$ cat config.mk
export PLATFORM = sky130hd
export DESIGN_NAME = trwu_core
export DESIGN_NICKNAME = d
export VERILOG_FILES = /design/src/hdl/trwu_pkg.sv /design/src/hdl/trwu_core.sv
export SDC_FILE = /design/constraint.sdc
export NUM_CORES = 1
export LEC_CHECK = 0
export BUFFER_PORTS_ARGS = -buffer_cell sky130_fd_sc_hd__buf_4
export CAP_MARGIN = 25
export CELL_PAD_IN_SITES_DETAIL_PLACEMENT = 1
export CELL_PAD_IN_SITES_GLOBAL_PLACEMENT = 2
export CORE_MARGIN = 4
export CORE_UTILIZATION = 26
export CTS_BUF_LIST = sky130_fd_sc_hd__clkbuf_4 sky130_fd_sc_hd__clkbuf_8 sky130_fd_sc_hd__clkbuf_16
export DETAILED_ROUTE_END_ITERATION = 10
export PLACE_DENSITY = 0.78
export SYNTH_ARGS = -nofsm -noshare
export SYNTH_HDL_FRONTEND = slang
export SYNTH_SLANG_ARGS = --single-unit
$ cat constraint.sdc
create_clock -name i_clk_sys -period 2.5 [get_ports i_clk_sys]
set_clock_uncertainty 0.1 [all_clocks]
set_input_delay 0.125 -clock i_clk_sys [delete_from_list [all_inputs] [get_ports i_clk_sys]]
set_output_delay 0.125 -clock i_clk_sys [all_outputs]
set_load 0.01 [all_outputs]
$ cat src/hdl/trwu_pkg.sv
// Overview of operation
// RULE_01 - Word 0x0008-0x000B decodes as table read
// RULE_02 - Word 0x000C-0x000F decodes as table write
// RULE_03 - Read modes: hold, post-inc, post-dec, pre-inc
// RULE_04 - Read loads addressed byte into table latch
// RULE_05 - Byte pointer is 21 bits wide
// RULE_06 - Pointer bit 0 picks low/high byte
// RULE_07 - Read: decode cycle, Q2 fetch, Q4 latch
// RULE_08 - Write copies latch to holding register[ptr[2:0]]
// RULE_09 - Write modes: hold, post-inc, post-dec, pre-inc
// RULE_10 - Write: decode cycle, Q2 latch read, Q4 store
// RULE_11 - Table write never touches the memory array
// RULE_12 - Pointer wraps; no status flag changes
package trwu_pkg;
  localparam int PTR_W = 21;
  localparam int WORD_W = 16;
  localparam int BYTE_W = 8;
  localparam int HOLD_N = 8;
  localparam int HOLD_SEL_W = 3;
  localparam int WADDR_W = PTR_W - 1;
  localparam logic [13:0] OPC_PREFIX = 14'h0000;
  localparam logic OPC_RD = 1'h0;
  localparam logic OPC_WR = 1'h1;
  localparam logic [PTR_W-1:0] PTR_ONE = 21'h000001;
  localparam logic [PTR_W-1:0] PTR_RST = 21'h000000;
  localparam logic [BYTE_W-1:0] BYTE_RST = 8'h00;

  typedef enum logic [1:0] {
    MODE_HOLD = 2'b00,
    MODE_POST_INC = 2'b01,
    MODE_POST_DEC = 2'b10,
    MODE_PRE_INC = 2'b11
  } trwu_mode_e;

  typedef enum logic [1:0] {
    PH_Q1 = 2'b00,
    PH_Q2 = 2'b01,
    PH_Q3 = 2'b10,
    PH_Q4 = 2'b11
  } trwu_phase_e;

  typedef enum logic [1:0] {
    ST_IDLE = 2'b00,
    ST_DECODE = 2'b01,
    ST_EXEC = 2'b10
  } trwu_state_e;

  typedef struct packed {
    logic is_read;
    logic is_write;
    trwu_mode_e mode;
  } trwu_dec_s;

  typedef struct packed {
    logic rd_en;
    logic [WADDR_W-1:0] word_addr;
  } trwu_pm_req_s;
endpackage : trwu_pkg

$ cat src/hdl/trwu_core.sv
`timescale 1ns/1ps
module trwu_core (
  input wire logic i_clk_sys,
  input wire logic i_rst,
  input wire logic i_instr_valid,
  input wire logic [trwu_pkg::WORD_W-1:0] i_instr,
  input wire logic i_ptr_wr_en,
  input wire logic [trwu_pkg::PTR_W-1:0] i_ptr_wr_data,
  input wire logic i_latch_wr_en,
  input wire logic [trwu_pkg::BYTE_W-1:0] i_latch_wr_data,
  input wire logic [trwu_pkg::WORD_W-1:0] i_pm_rdata,
  output trwu_pkg::trwu_phase_e o_phase,
  output logic o_busy,
  output logic o_accept,
  output trwu_pkg::trwu_pm_req_s o_pm_req,
  output logic [trwu_pkg::PTR_W-1:0] o_table_byte_pointer,
  output logic [trwu_pkg::BYTE_W-1:0] o_table_latch,
  output logic [trwu_pkg::HOLD_N-1:0][trwu_pkg::BYTE_W-1:0] o_hold_regs
);
  import trwu_pkg::*;

  ////////////////////////////////////////////////////////////////////////////
  function automatic trwu_dec_s decode(input logic [WORD_W-1:0] w);
    trwu_dec_s d;
    d.is_read = (w[WORD_W-1:4] == OPC_PREFIX[11:0]) && (w[3:2] == {1'b1, OPC_RD}); // see RULE_01
    d.is_write = (w[WORD_W-1:4] == OPC_PREFIX[11:0]) && (w[3:2] == {1'b1, OPC_WR}); // see RULE_02
    d.mode = trwu_mode_e'(w[1:0]);
    return d;
  endfunction : decode

  ////////////////////////////////////////////////////////////////////////////
  trwu_phase_e phase;
  trwu_state_e state;
  trwu_dec_s cur;
  logic [PTR_W-1:0] ptr;
  logic [BYTE_W-1:0] latch;
  logic [HOLD_N-1:0][BYTE_W-1:0] hold;
  trwu_pm_req_s pm_req;
  logic busy;
  logic accept;

  trwu_dec_s in_dec;
  trwu_phase_e next_phase;
  trwu_state_e next_state;
  logic take;
  logic dec_end;
  logic exe_q1;
  logic exe_end;
  logic [PTR_W-1:0] ptr_inc;
  logic [PTR_W-1:0] ptr_dec;
  logic [PTR_W-1:0] next_ptr;
  logic [BYTE_W-1:0] fetched;
  logic [HOLD_SEL_W-1:0] hold_sel;

  // Decode and sequencing
  assign in_dec = decode(i_instr);
  assign take = (state == ST_IDLE) && (phase == PH_Q1) && i_instr_valid
                && (in_dec.is_read || in_dec.is_write);
  assign dec_end = (state == ST_DECODE) && (phase == PH_Q4);
  assign exe_q1 = (state == ST_EXEC) && (phase == PH_Q1);
  assign exe_end = (state == ST_EXEC) && (phase == PH_Q4);
  assign next_phase = trwu_phase_e'(phase + 2'h1);
  assign next_state = take ? ST_DECODE :
                      dec_end ? ST_EXEC :
                      exe_end ? ST_IDLE : state; // see RULE_07 see RULE_10

  // Modulo 2^21 arithmetic: carries out of the top bit are dropped
  assign ptr_inc = PTR_W'(ptr + PTR_ONE); // see RULE_05 see RULE_12
  assign ptr_dec = PTR_W'(ptr - PTR_ONE); // see RULE_12

  // Pre-increment lands at the end of decode so the exec cycle sees it
  assign next_ptr = (dec_end && cur.mode == MODE_PRE_INC) ? ptr_inc :
                    (exe_end && cur.mode == MODE_POST_INC) ? ptr_inc :
                    (exe_end && cur.mode == MODE_POST_DEC) ? ptr_dec :
                    (busy || !i_ptr_wr_en) ? ptr : i_ptr_wr_data; // see RULE_03 see RULE_09

  // Bit 0 picks the byte lane of the fetched word
  assign fetched = ptr[0] ? i_pm_rdata[WORD_W-1:BYTE_W] : i_pm_rdata[BYTE_W-1:0]; // see RULE_06
  assign hold_sel = ptr[HOLD_SEL_W-1:0]; // see RULE_08

  ////////////////////////////////////////////////////////////////////////////
  always_ff @(posedge i_clk_sys) begin
    if (i_rst) begin
      phase <= PH_Q1;
      state <= ST_IDLE;
      cur <= '0;
      busy <= 1'b0;
      accept <= 1'b0;
    end else begin
      phase <= next_phase;
      state <= next_state;
      busy <= (next_state != ST_IDLE);
      accept <= take;
      if (take) begin
        cur <= in_dec;
      end
    end
  end

  // Word address is issued so it stands during the exec Q2 phase
  always_ff @(posedge i_clk_sys) begin
    if (i_rst) begin
      pm_req <= '0;
    end else begin
      pm_req.rd_en <= exe_q1 && cur.is_read; // see RULE_07
      pm_req.word_addr <= ptr[PTR_W-1:1]; // see RULE_04
    end
  end

  always_ff @(posedge i_clk_sys) begin
    if (i_rst) begin
      ptr <= PTR_RST;
    end else begin
      ptr <= next_ptr;
    end
  end

  // Table op wins over a core write to the latch in the same Q4
  always_ff @(posedge i_clk_sys) begin
    if (i_rst) begin
      latch <= BYTE_RST;
    end else if (exe_end && cur.is_read) begin
      latch <= fetched; // see RULE_04 see RULE_07
    end else if (i_latch_wr_en && !busy) begin
      latch <= i_latch_wr_data;
    end
  end

  // Holding registers only stage data; there is no array write port here
  for (genvar g = 0; g < HOLD_N; g++) begin : g_hold
    always_ff @(posedge i_clk_sys) begin
      if (i_rst) begin
        hold[g] <= BYTE_RST;
      end else if (exe_end && cur.is_write && (hold_sel == HOLD_SEL_W'(g))) begin
        hold[g] <= latch; // see RULE_08 see RULE_10 see RULE_11
      end
    end
  end

  assign o_phase = phase;
  assign o_busy = busy;
  assign o_accept = accept;
  assign o_pm_req = pm_req;
  assign o_table_byte_pointer = ptr;
  assign o_table_latch = latch;
  assign o_hold_regs = hold;
endmodule : trwu_core

==> out/results.md, run 1 <==
| Step | Result | Reported |
|:---|:---|:---|
| drt | Remaining antenna violation count | 0 |
| global route | Antenna violations before repair | 0 |
| power and ir drop | Leakage power total | 3.35 nW |
| run | Number of max-cap violations | 0 |
| timing | RSZ-0062 raised after global routing | false |
| timing | Number of hold-slack violations in the final timing report | 0 |
| synthesis | Synthesized area divided by synthesized cell count | 8.34 µm² |
| drt | First-pass iteration count of the detailed router | 4 |
| global route | Pin count of the biggest net entering global routing | 98 |
| place | Estimated wirelength of the detail-placed design | 15.2 mm |
| place | Number of placed instances with taps included | 1132 |
| critical path | Critical path data arrival time | 2.50 ns |
| global route | Congestion Overflow GR | 0 |
| synthesis | Compound-Gate Fraction of Synth Area | 16.7% |
| place | # port buffers | 183 |
| cts | Clk pin slew, worst setup/hold paths | 0.06 ns |
| critical path | Worst setup path category | flip-flop to flip-flop |
| critical path | Slowest cell on the critical path | sky130_fd_sc_hd__dfxtp_1 |
| floorplan | I/O pin total | 184 |
| global route | Global-route total usage across every layer | 17.1% |
| timing | Setup violators final | 0 |
| layout | Share of post-route cells with drive strength above 1 | 29.7% |
| layout | Fill count | 2624 |
| critical path | Buffers and inverters on the worst path | 0 |
| synthesis | Adder-cell share of the synthesized area | 1.91% |
| timing | Final-layout worst hold slack | 0.0154 ns |
| synthesis | Multiplexer share of the synthesized area | 5.60% |
| synthesis | Mapped Cells | 707 |
| synthesis | Area fraction in and, or, nand and nor cells after synthesis | 25.3% |
| synthesis | Proportion of synthesized chip area in sequential cells | 42.1% |
| drt | Number of DRC markers after the initial detailed-route iteration | 275 |
| floorplan | Die W | 159 µm |
| power and ir drop | Overall power consumption | 5.06 mW |
| layout | Layout area overhead | 40.1% |
| drt | Post-Route WL | 21.6 mm |
| cts | Max H-tree Level | 4 |
| synthesis | Number of enable-type register cells in the synthesized netlist | 0 |
| synthesis | Combinational family with the most area after synthesis | simple AND/OR/NAND/NOR gates |
| timing | Post-route fraction of the period consumed by the critical path | 92.7% |
| cts | Clock latency reported for the late side of the worst-skew pair | 0.42 ns |
| cts | Max Buffers Root-to-Sink | 2 |
| critical path | Crit-path max cell delay | 0.73 ns |
| timing | Transition time at the pin with the least slew margin | 0.636 ns |
| floorplan | Initial cell density of the core | 26.7% |
| global route | Number of global-route vias before repair | 6015 |
| floorplan | Die extent in y | 159 µm |
| synthesis | Count of unique library cells instantiated by Yosys | 71 |
| synthesis | Netlist area before placement | 5900 µm² |
| drt | Via Count | 5781 |
| global route | Global-route wire length before repair | 33.7 mm |
| cts | TritonCTS clock tree | done |
| critical path | Worst path required time | 2.69 ns |
| timing | Slew margin rel. | 57.5% |
| synthesis | Post-synth top flop | sky130_fd_sc_hd__dfxtp_1 |
| critical path | Category of cells accounting for the largest share of critical-path delay | simple AND/OR/NAND/NOR gates |
| drt | Routed len/inst | 18.3 µm |
| synthesis | Total of flip-flops plus latches after synthesis | 124 |
| critical path | Setup crit start kind | flip-flop |
| synthesis | Xor and xnor fraction of the mapped netlist area | 2.23% |
| cts | CTS Sinks | 124 |
| cts | Clock root buffer | sky130_fd_sc_hd__clkbuf_16 |
| timing | Max-slew violations | 0 |
| floorplan | Die ar. | 25200 µm² |
| power and ir drop | Pwr/cell area | 613 nW/µm² |
| drt | Remaining DRCs | 0 |
| layout | Net count of the finished layout | 961 |
| drt | Vias per Instance | 4.90 |
| timing | Post-Route Setup TNS | 0 ns |
| layout | Final cell count without fillers | 1179 |
| synthesis | Share of flip-flops with an asynchronous set or reset after synthesis | 0% |
| critical path | Critical path peak fanout | 13 |
| synthesis | Warnings, synthesis | 0 |
| place | Final weighted congestion of routability-driven global placement | 0.794 |
| hold path | Tightest Hold Check Type | input pin to flip-flop |
| timing | Max Freq | 431 MHz |
| synthesis | Synth Net Count | 782 |
| critical path | Sort of element at the end of the critical path | flip-flop |
| cts | CTS Buf Count | 17 |
| layout | Diode insertion count for antenna repair | 0 |
| critical path | Sequence of cells on the critical path | nand4_4, or4_4, nor2_1, nand4_1, o221ai_1, a211oi_2 |
| floorplan | Standard-cell rows | 54 |
| power and ir drop | VDD IR-drop max | 286 µV |
| timing | Clock period minus worst slack | 2.32 ns |
| floorplan | Area inside the core boundary | 22100 µm² |
| outcome | Result of the run | complete, no violations |
[worst register-to-register path: cells and delay by family (launching register included)]
family,cells,cell delay (ns)
DFF,1,0.73
AOI/OAI and AO/OA,2,0.20
and+or+nand+nor,4,1.16
[cells by family after synthesis]
kind of cell | Yosys count
compound gates | 155
xor+xnor | 15
fa+ha+maj | 9
buf+inv | 79
flops | 124
mux | 33
simple gates | 292
[through the flow]
step | instance area, µm² | util [%] | setup slack, ns
final | 8260 | 37.4 | 0.182
after global routing | 8260 | 37.4 | 0.0256
after CTS | 8260 | 37.4 | 0.175
after detailed placement | 7550 | 34.2 | 0.194
after global placement | 7550 | 34.2 | 0.220
after floorplan | 5900 | - | 0.0520
[routing by layer]
| layer | part of all wire, % | vias to the layer above | wire length [µm] | global-route usage [%] |
|---|---|---|---|---|
| li1 | - | 2842 | - | - |
| met1 | 46 | 2789 | 9970 | 22.8 |
| met2 | 48 | 138 | 10400 | 28.4 |
| met3 | 4.8 | 12 | 1030 | 3.75 |
| met4 | 0.89 | 0 | 191 | 4.26 |
| met5 | 0 | - | 0 | 0 |
[final cells by class]
class / count / area, µm² / share of cell area [%]
inverter: 10 / 37.5 / 0.454
clock buffer: 18 / 439 / 5.32
sequential: 124 / 2480 / 30.0
clock inverter: 14 / 121 / 1.47
timing repair buffer: 229 / 1780 / 21.6
tap: 280 / 350 / 4.24
multi-input combinational: 504 / 3050 / 36.9
[timing repair]
item	CTS	global route
endpoints found under the hold margin	15	0
hold buffers	15	0
endpoints found under the setup margin	0	1
resized for setup	0	1
setup buffers	0	0
[power by group]
group / switching (mW) / internal [mW] / leakage (nW)
Clock: 1.04 / 1.33 / 0.268
Sequential: 0.0913 / 2.02 / 1.01
Combinational: 0.297 / 0.280 / 2.07
[sequential cells by signal, summed over array words and instances (netlist names)]
signal / cells
o_pm_req: 21
o_phase: 2
o_accept: 1
o_hold_regs: 64
state: 2
o_table_latch: 8
o_busy: 1
cur: 4
o_table_byte_pointer: 21
[synth_stat cells (2+ instances only)]
library cell,number,area [µm²]
sky130_fd_sc_hd__nand4_1,10,62.6
sky130_fd_sc_hd__nor2_1,78,293
sky130_fd_sc_hd__mux2i_1,33,330
sky130_fd_sc_hd__ha_1,9,113
sky130_fd_sc_hd__dfxtp_1,124,2480
sky130_fd_sc_hd__clkbuf_1,34,128
sky130_fd_sc_hd__a211oi_1,15,113
sky130_fd_sc_hd__xnor2_1,8,70.1
sky130_fd_sc_hd__nor4_1,3,18.8
sky130_fd_sc_hd__a31oi_1,2,12.5
sky130_fd_sc_hd__o22ai_1,3,18.8
sky130_fd_sc_hd__a311oi_1,4,35.0
sky130_fd_sc_hd__xor2_1,7,61.3
sky130_fd_sc_hd__o31ai_1,2,15.0
sky130_fd_sc_hd__inv_1,10,37.5
sky130_fd_sc_hd__and2_1,3,18.8
sky130_fd_sc_hd__o221ai_1,6,52.6
sky130_fd_sc_hd__nand2_1,79,297
sky130_fd_sc_hd__nor3_1,8,40.0
sky130_fd_sc_hd__and3_1,8,50.1
sky130_fd_sc_hd__nor2b_1,21,131
sky130_fd_sc_hd__a21oi_1,78,390
sky130_fd_sc_hd__buf_6,4,45.0
sky130_fd_sc_hd__nor4_2,2,25.0
sky130_fd_sc_hd__a211oi_2,2,25.0
sky130_fd_sc_hd__and4b_1,2,20.0
sky130_fd_sc_hd__buf_1,2,7.51
sky130_fd_sc_hd__nor3b_1,2,15.0
sky130_fd_sc_hd__buf_2,27,135
sky130_fd_sc_hd__nor4_4,2,42.5
sky130_fd_sc_hd__and4bb_2,2,25.0
sky130_fd_sc_hd__or3_1,3,18.8
sky130_fd_sc_hd__a221oi_1,3,26.3
sky130_fd_sc_hd__nand3_1,54,270
sky130_fd_sc_hd__o211ai_1,4,30.0
sky130_fd_sc_hd__a32oi_1,2,17.5
sky130_fd_sc_hd__o21ai_0,17,85.1
[layout by cell type, fill, tap and decap left out, drive strengths merged, types with 4 or more instances in the layout]
cell and n:
a211oi 17, a21oi 79, a311oi 4, and3 8, buf 214, clkbuf 18
dfxtp 124, dlygate4sd3 15, ha 9, inv 19, mux2i 33, nand2 80
nand3 54, nand4 12, nor2 79, nor2b 21, nor3 10, nor4 7
o211ai 5, o21ai 18, o221ai 6, o31ai 4, xnor2 8, xor2 7
[path summary, 6_finish.rpt]
kind | start | end | slack [ns] | cells after the start
min | i_ptr_wr_data[2] | o_table_byte_pointer[2]$_SDFFE_PP0P_ | 0.02 | 5
max reg2reg | o_table_byte_pointer[3]$_SDFFE_PP0P_ | o_table_byte_pointer[17]$_SDFFE_PP0P_ | 0.18 | 6
min reg2reg | cur[2]$_SDFFE_PP0P_ | cur[2]$_SDFFE_PP0P_ | 0.36 | 2
max | o_table_byte_pointer[3]$_SDFFE_PP0P_ | o_table_byte_pointer[17]$_SDFFE_PP0P_ | 0.18 | 6
No activity file was read; power rests on OpenSTA's default activity.
==> run 2, diff against run 1 <==
- CORE_ASPECT_RATIO: unset -> 0.5
- CTS_BUF_LIST: sky130_fd_sc_hd__clkbuf_4 sky130_fd_sc_hd__clkbuf_8 sky130_fd_sc_hd__clkbuf_16 -> sky130_fd_sc_hd__clkbuf_16
==> out/results.md, run 2 (synthesis results as in run 1) <==
| Step | Result | Reported |
|:---|:---|:---|
| outcome | Result of the run | complete, no violations |
| critical path | Worst setup path category | flip-flop to flip-flop |
| timing | RSZ-0062 raised after global routing | false |
| critical path | Worst path required time | 2.70 ns |
| power and ir drop | Part of the power in the clock network | 47.7% |
| critical path | Crit-path max cell delay | 0.47 ns |
| global route | Number of global-route vias before repair | 6040 |
| critical path | Sequence of cells on the critical path | nor2b_1, and3_1, and2_1, nand2_1, nand2_1, a21oi_1 |
| hold path | Worst Hold End | o_table_byte_pointer[17]$_SDFFE_PP0P_ |
| timing | Post-route fraction of the period consumed by the critical path | 90.5% |
| cts | TritonCTS clock tree | done |
| power and ir drop | Pwr/cell area | 620 nW/µm² |
| timing | Clock period minus worst slack | 2.26 ns |
| place | Number of placed instances with taps included | 1160 |
| layout | Final cell utilization of the core | 38.2% |
| power and ir drop | Overall power consumption | 5.20 mW |
| place | # port buffers | 183 |
| timing | Setup violators final | 0 |
| critical path | Reg2Reg Depth | 6 |
| floorplan | Die W | 221 µm |
| timing | Max Freq | 442 MHz |
| place | Estimated wirelength of the detail-placed design | 15.8 mm |
| power and ir drop | VDD IR-drop max | 265 µV |
| critical path | Setup crit start kind | flip-flop |
| hold path | Instance count along the most critical hold path | 3 |
| layout | Final cell count without fillers | 1210 |
| global route | Global-route total usage across every layer | 17.6% |
| power and ir drop | Portion of total power attributed to combinational logic | 11.6% |
| drt | Post-Route WL | 22.3 mm |
| timing | Number of hold-slack violations in the final timing report | 0 |
| cts | Clock root buffer | sky130_fd_sc_hd__clkbuf_16 |
| power and ir drop | Switching share of power | 25.8% |
| power and ir drop | Flop pwr share | 40.7% |
| critical path | Category of cells accounting for the largest share of critical-path delay | simple AND/OR/NAND/NOR gates |
| drt | Via Count | 5929 |
| drt | Routed len/inst | 18.4 µm |
| timing | Final-layout worst hold slack | 0.0308 ns |
| timing | Max-slew violations | 0 |
| floorplan | I/O pin total | 184 |
| critical path | Sort of element at the end of the critical path | flip-flop |
| cts | CTS Sinks | 124 |
| critical path | Worst R2R Setup Slack | 0.24 ns |
| layout | Share of post-route cells with drive strength above 1 | 29.6% |
| global route | Global-route wire length before repair | 34.9 mm |
| cts | CTS Buf Count | 17 |
| global route | Congestion Overflow GR | 0 |
| timing | Post-Route Setup TNS | 0 ns |
| power and ir drop | NetSw | 1.34 mW |
| layout | Flip-flop count of the largest register, all copies and words added | 64 |
| cts | Clock latency reported for the late side of the worst-skew pair | 0.43 ns |
| floorplan | Standard-cell rows | 38 |
| critical path | Reg-to-reg critical path startpoint | state[1]$_SDFF_PP0_ |
| hold path | Tightest Hold Check Type | input pin to flip-flop |
| drt | Vias per Instance | 4.90 |
| place | Final weighted congestion of routability-driven global placement | 0.795 |
| floorplan | Die ar. | 25300 µm² |
| cts | Clk pin slew, worst setup/hold paths | 0.06 ns |
| floorplan | Die extent in y | 114 µm |
| cts | Max H-tree Level | 4 |
| layout | Diode insertion count for antenna repair | 0 |
| cts | Number of setup buffers added after CTS | 0 |
| layout | Highest-count cells in the layout ignoring fill and taps | sky130_fd_sc_hd__buf_4, sky130_fd_sc_hd__dfxtp_1, sky130_fd_sc_hd__nand2_1 |
| drt | Remaining antenna violation count | 0 |
| critical path | RR Endpoint | o_hold_regs[52]$_SDFFE_PP0P_ |
| power and ir drop | Power Internal | 3.86 mW |
| critical path | Slowest cell on the critical path | sky130_fd_sc_hd__dfxtp_1 |
| drt | First-pass iteration count of the detailed router | 4 |
| timing | Transition time at the pin with the least slew margin | 0.660 ns |
| global route | Antenna violations before repair | 0 |
| critical path | Critical path data arrival time | 2.46 ns |
| power and ir drop | Leakage power total | 3.41 nW |
| drt | Remaining DRCs | 0 |
| floorplan | Area inside the core boundary | 22000 µm² |
| global route | Pin count of the biggest net entering global routing | 98 |
| layout | Layout area overhead | 42.4% |
| drt | Number of DRC markers after the initial detailed-route iteration | 300 |
| critical path | Most common cell type on the critical path | sky130_fd_sc_hd__nand2_1 |
| critical path | Critical path peak fanout | 12 |
| critical path | Buffers and inverters on the worst path | 0 |
| cts | Max Buffers Root-to-Sink | 2 |
| timing | Slew margin rel. | 55.9% |
| run | Number of max-cap violations | 0 |
| floorplan | Initial cell density of the core | 26.8% |
| layout | Net count of the finished layout | 973 |
| layout | Most common cell after layout, fill and taps aside | sky130_fd_sc_hd__buf_4 |
| hold path | Min-Delay Startpoint | i_ptr_wr_data[17] |
[run 2: cell types whose count changed in the layout (fill, tap and decap cells not counted), moves of 3 or more]
cell                            before  now
sky130_fd_sc_hd__dlygate4sd3_1      15   19
sky130_fd_sc_hd__bufinv_16           0    3
sky130_fd_sc_hd__buf_4             212  221
sky130_fd_sc_hd__inv_6               8    0
sky130_fd_sc_hd__clkinv_1            0    4
[run 2: final cells by class]
type | count | area [µm²]
fillers | 2605 | 13600
multi-input cells | 504 | 3050
flip-flops and latches | 124 | 2480
repair buffers | 241 | 1870
clock buffers | 17 | 425
well taps | 300 | 375
clock inverters | 14 | 155
inverters | 10 | 37.5
[run 2: power by group through the flow]
stage	Combinational (mW)	Clock (mW)	Sequential, mW
detailed placement	0.584	0	2.16
floorplan	0.317	0	2.12
CTS	0.610	2.57	2.12
global placement	0.576	0	2.16
global route	0.663	2.66	2.13
finish	0.603	2.48	2.12
[run 2: how the worst max path moves through the flow]
stage / endpoint / slack [ns] / cells after the start / from
floorplan: o_table_byte_pointer[10]$_SDFFE_PP0P_ / 0.05 / 10 / o_table_byte_pointer[0]$_SDFFE_PP0P_
global placement: o_hold_regs[33]$_SDFFE_PP0P_ / 0.37 / 6 / state[1]$_SDFF_PP0_
detailed placement: o_hold_regs[52]$_SDFFE_PP0P_ / 0.27 / 6 / state[1]$_SDFF_PP0_
CTS: o_table_byte_pointer[10]$_SDFFE_PP0P_ / 0.25 / 8 / o_table_byte_pointer[0]$_SDFFE_PP0P_
global route: o_hold_regs[35]$_SDFFE_PP0P_ / 0.05 / 6 / state[1]$_SDFF_PP0_
finish: o_hold_regs[52]$_SDFFE_PP0P_ / 0.24 / 6 / state[1]$_SDFF_PP0_
[run 2: tightest hold or removal path, delay by kind of cell]
kind	cells	cell delay, ns
AO/OA/AOI/OAI	2	0.27
buffers and inverters	1	0.12
[run 2: layer usage]
layer	track usage (%)	vias to the layer above	part of all wire [%]
met2	30.3	114	50
met1	22.1	2927	45
met3	5.10	20	4.2
li1	-	2868	-
met5	0	-	0
met4	4.15	0	1.2
[run 2: metrics by stage]
step / instance area, µm² / setup WS, ns
floorplan: 5900 / 0.0520
global placement: 7620 / 0.366
detailed placement: 7620 / 0.270
CTS: 8390 / 0.253
global route: 8390 / 0.0465
finish: 8390 / 0.238
[run 2: what timing repair did]
| item | 4_1_cts | 5_1_grt |
|---|---|---|
| resized for setup | 0 | 0 |
| endpoints found under the hold margin | 28 | 0 |
| hold buffers | 19 | 0 |
| setup endpoints to repair | 0 | 0 |
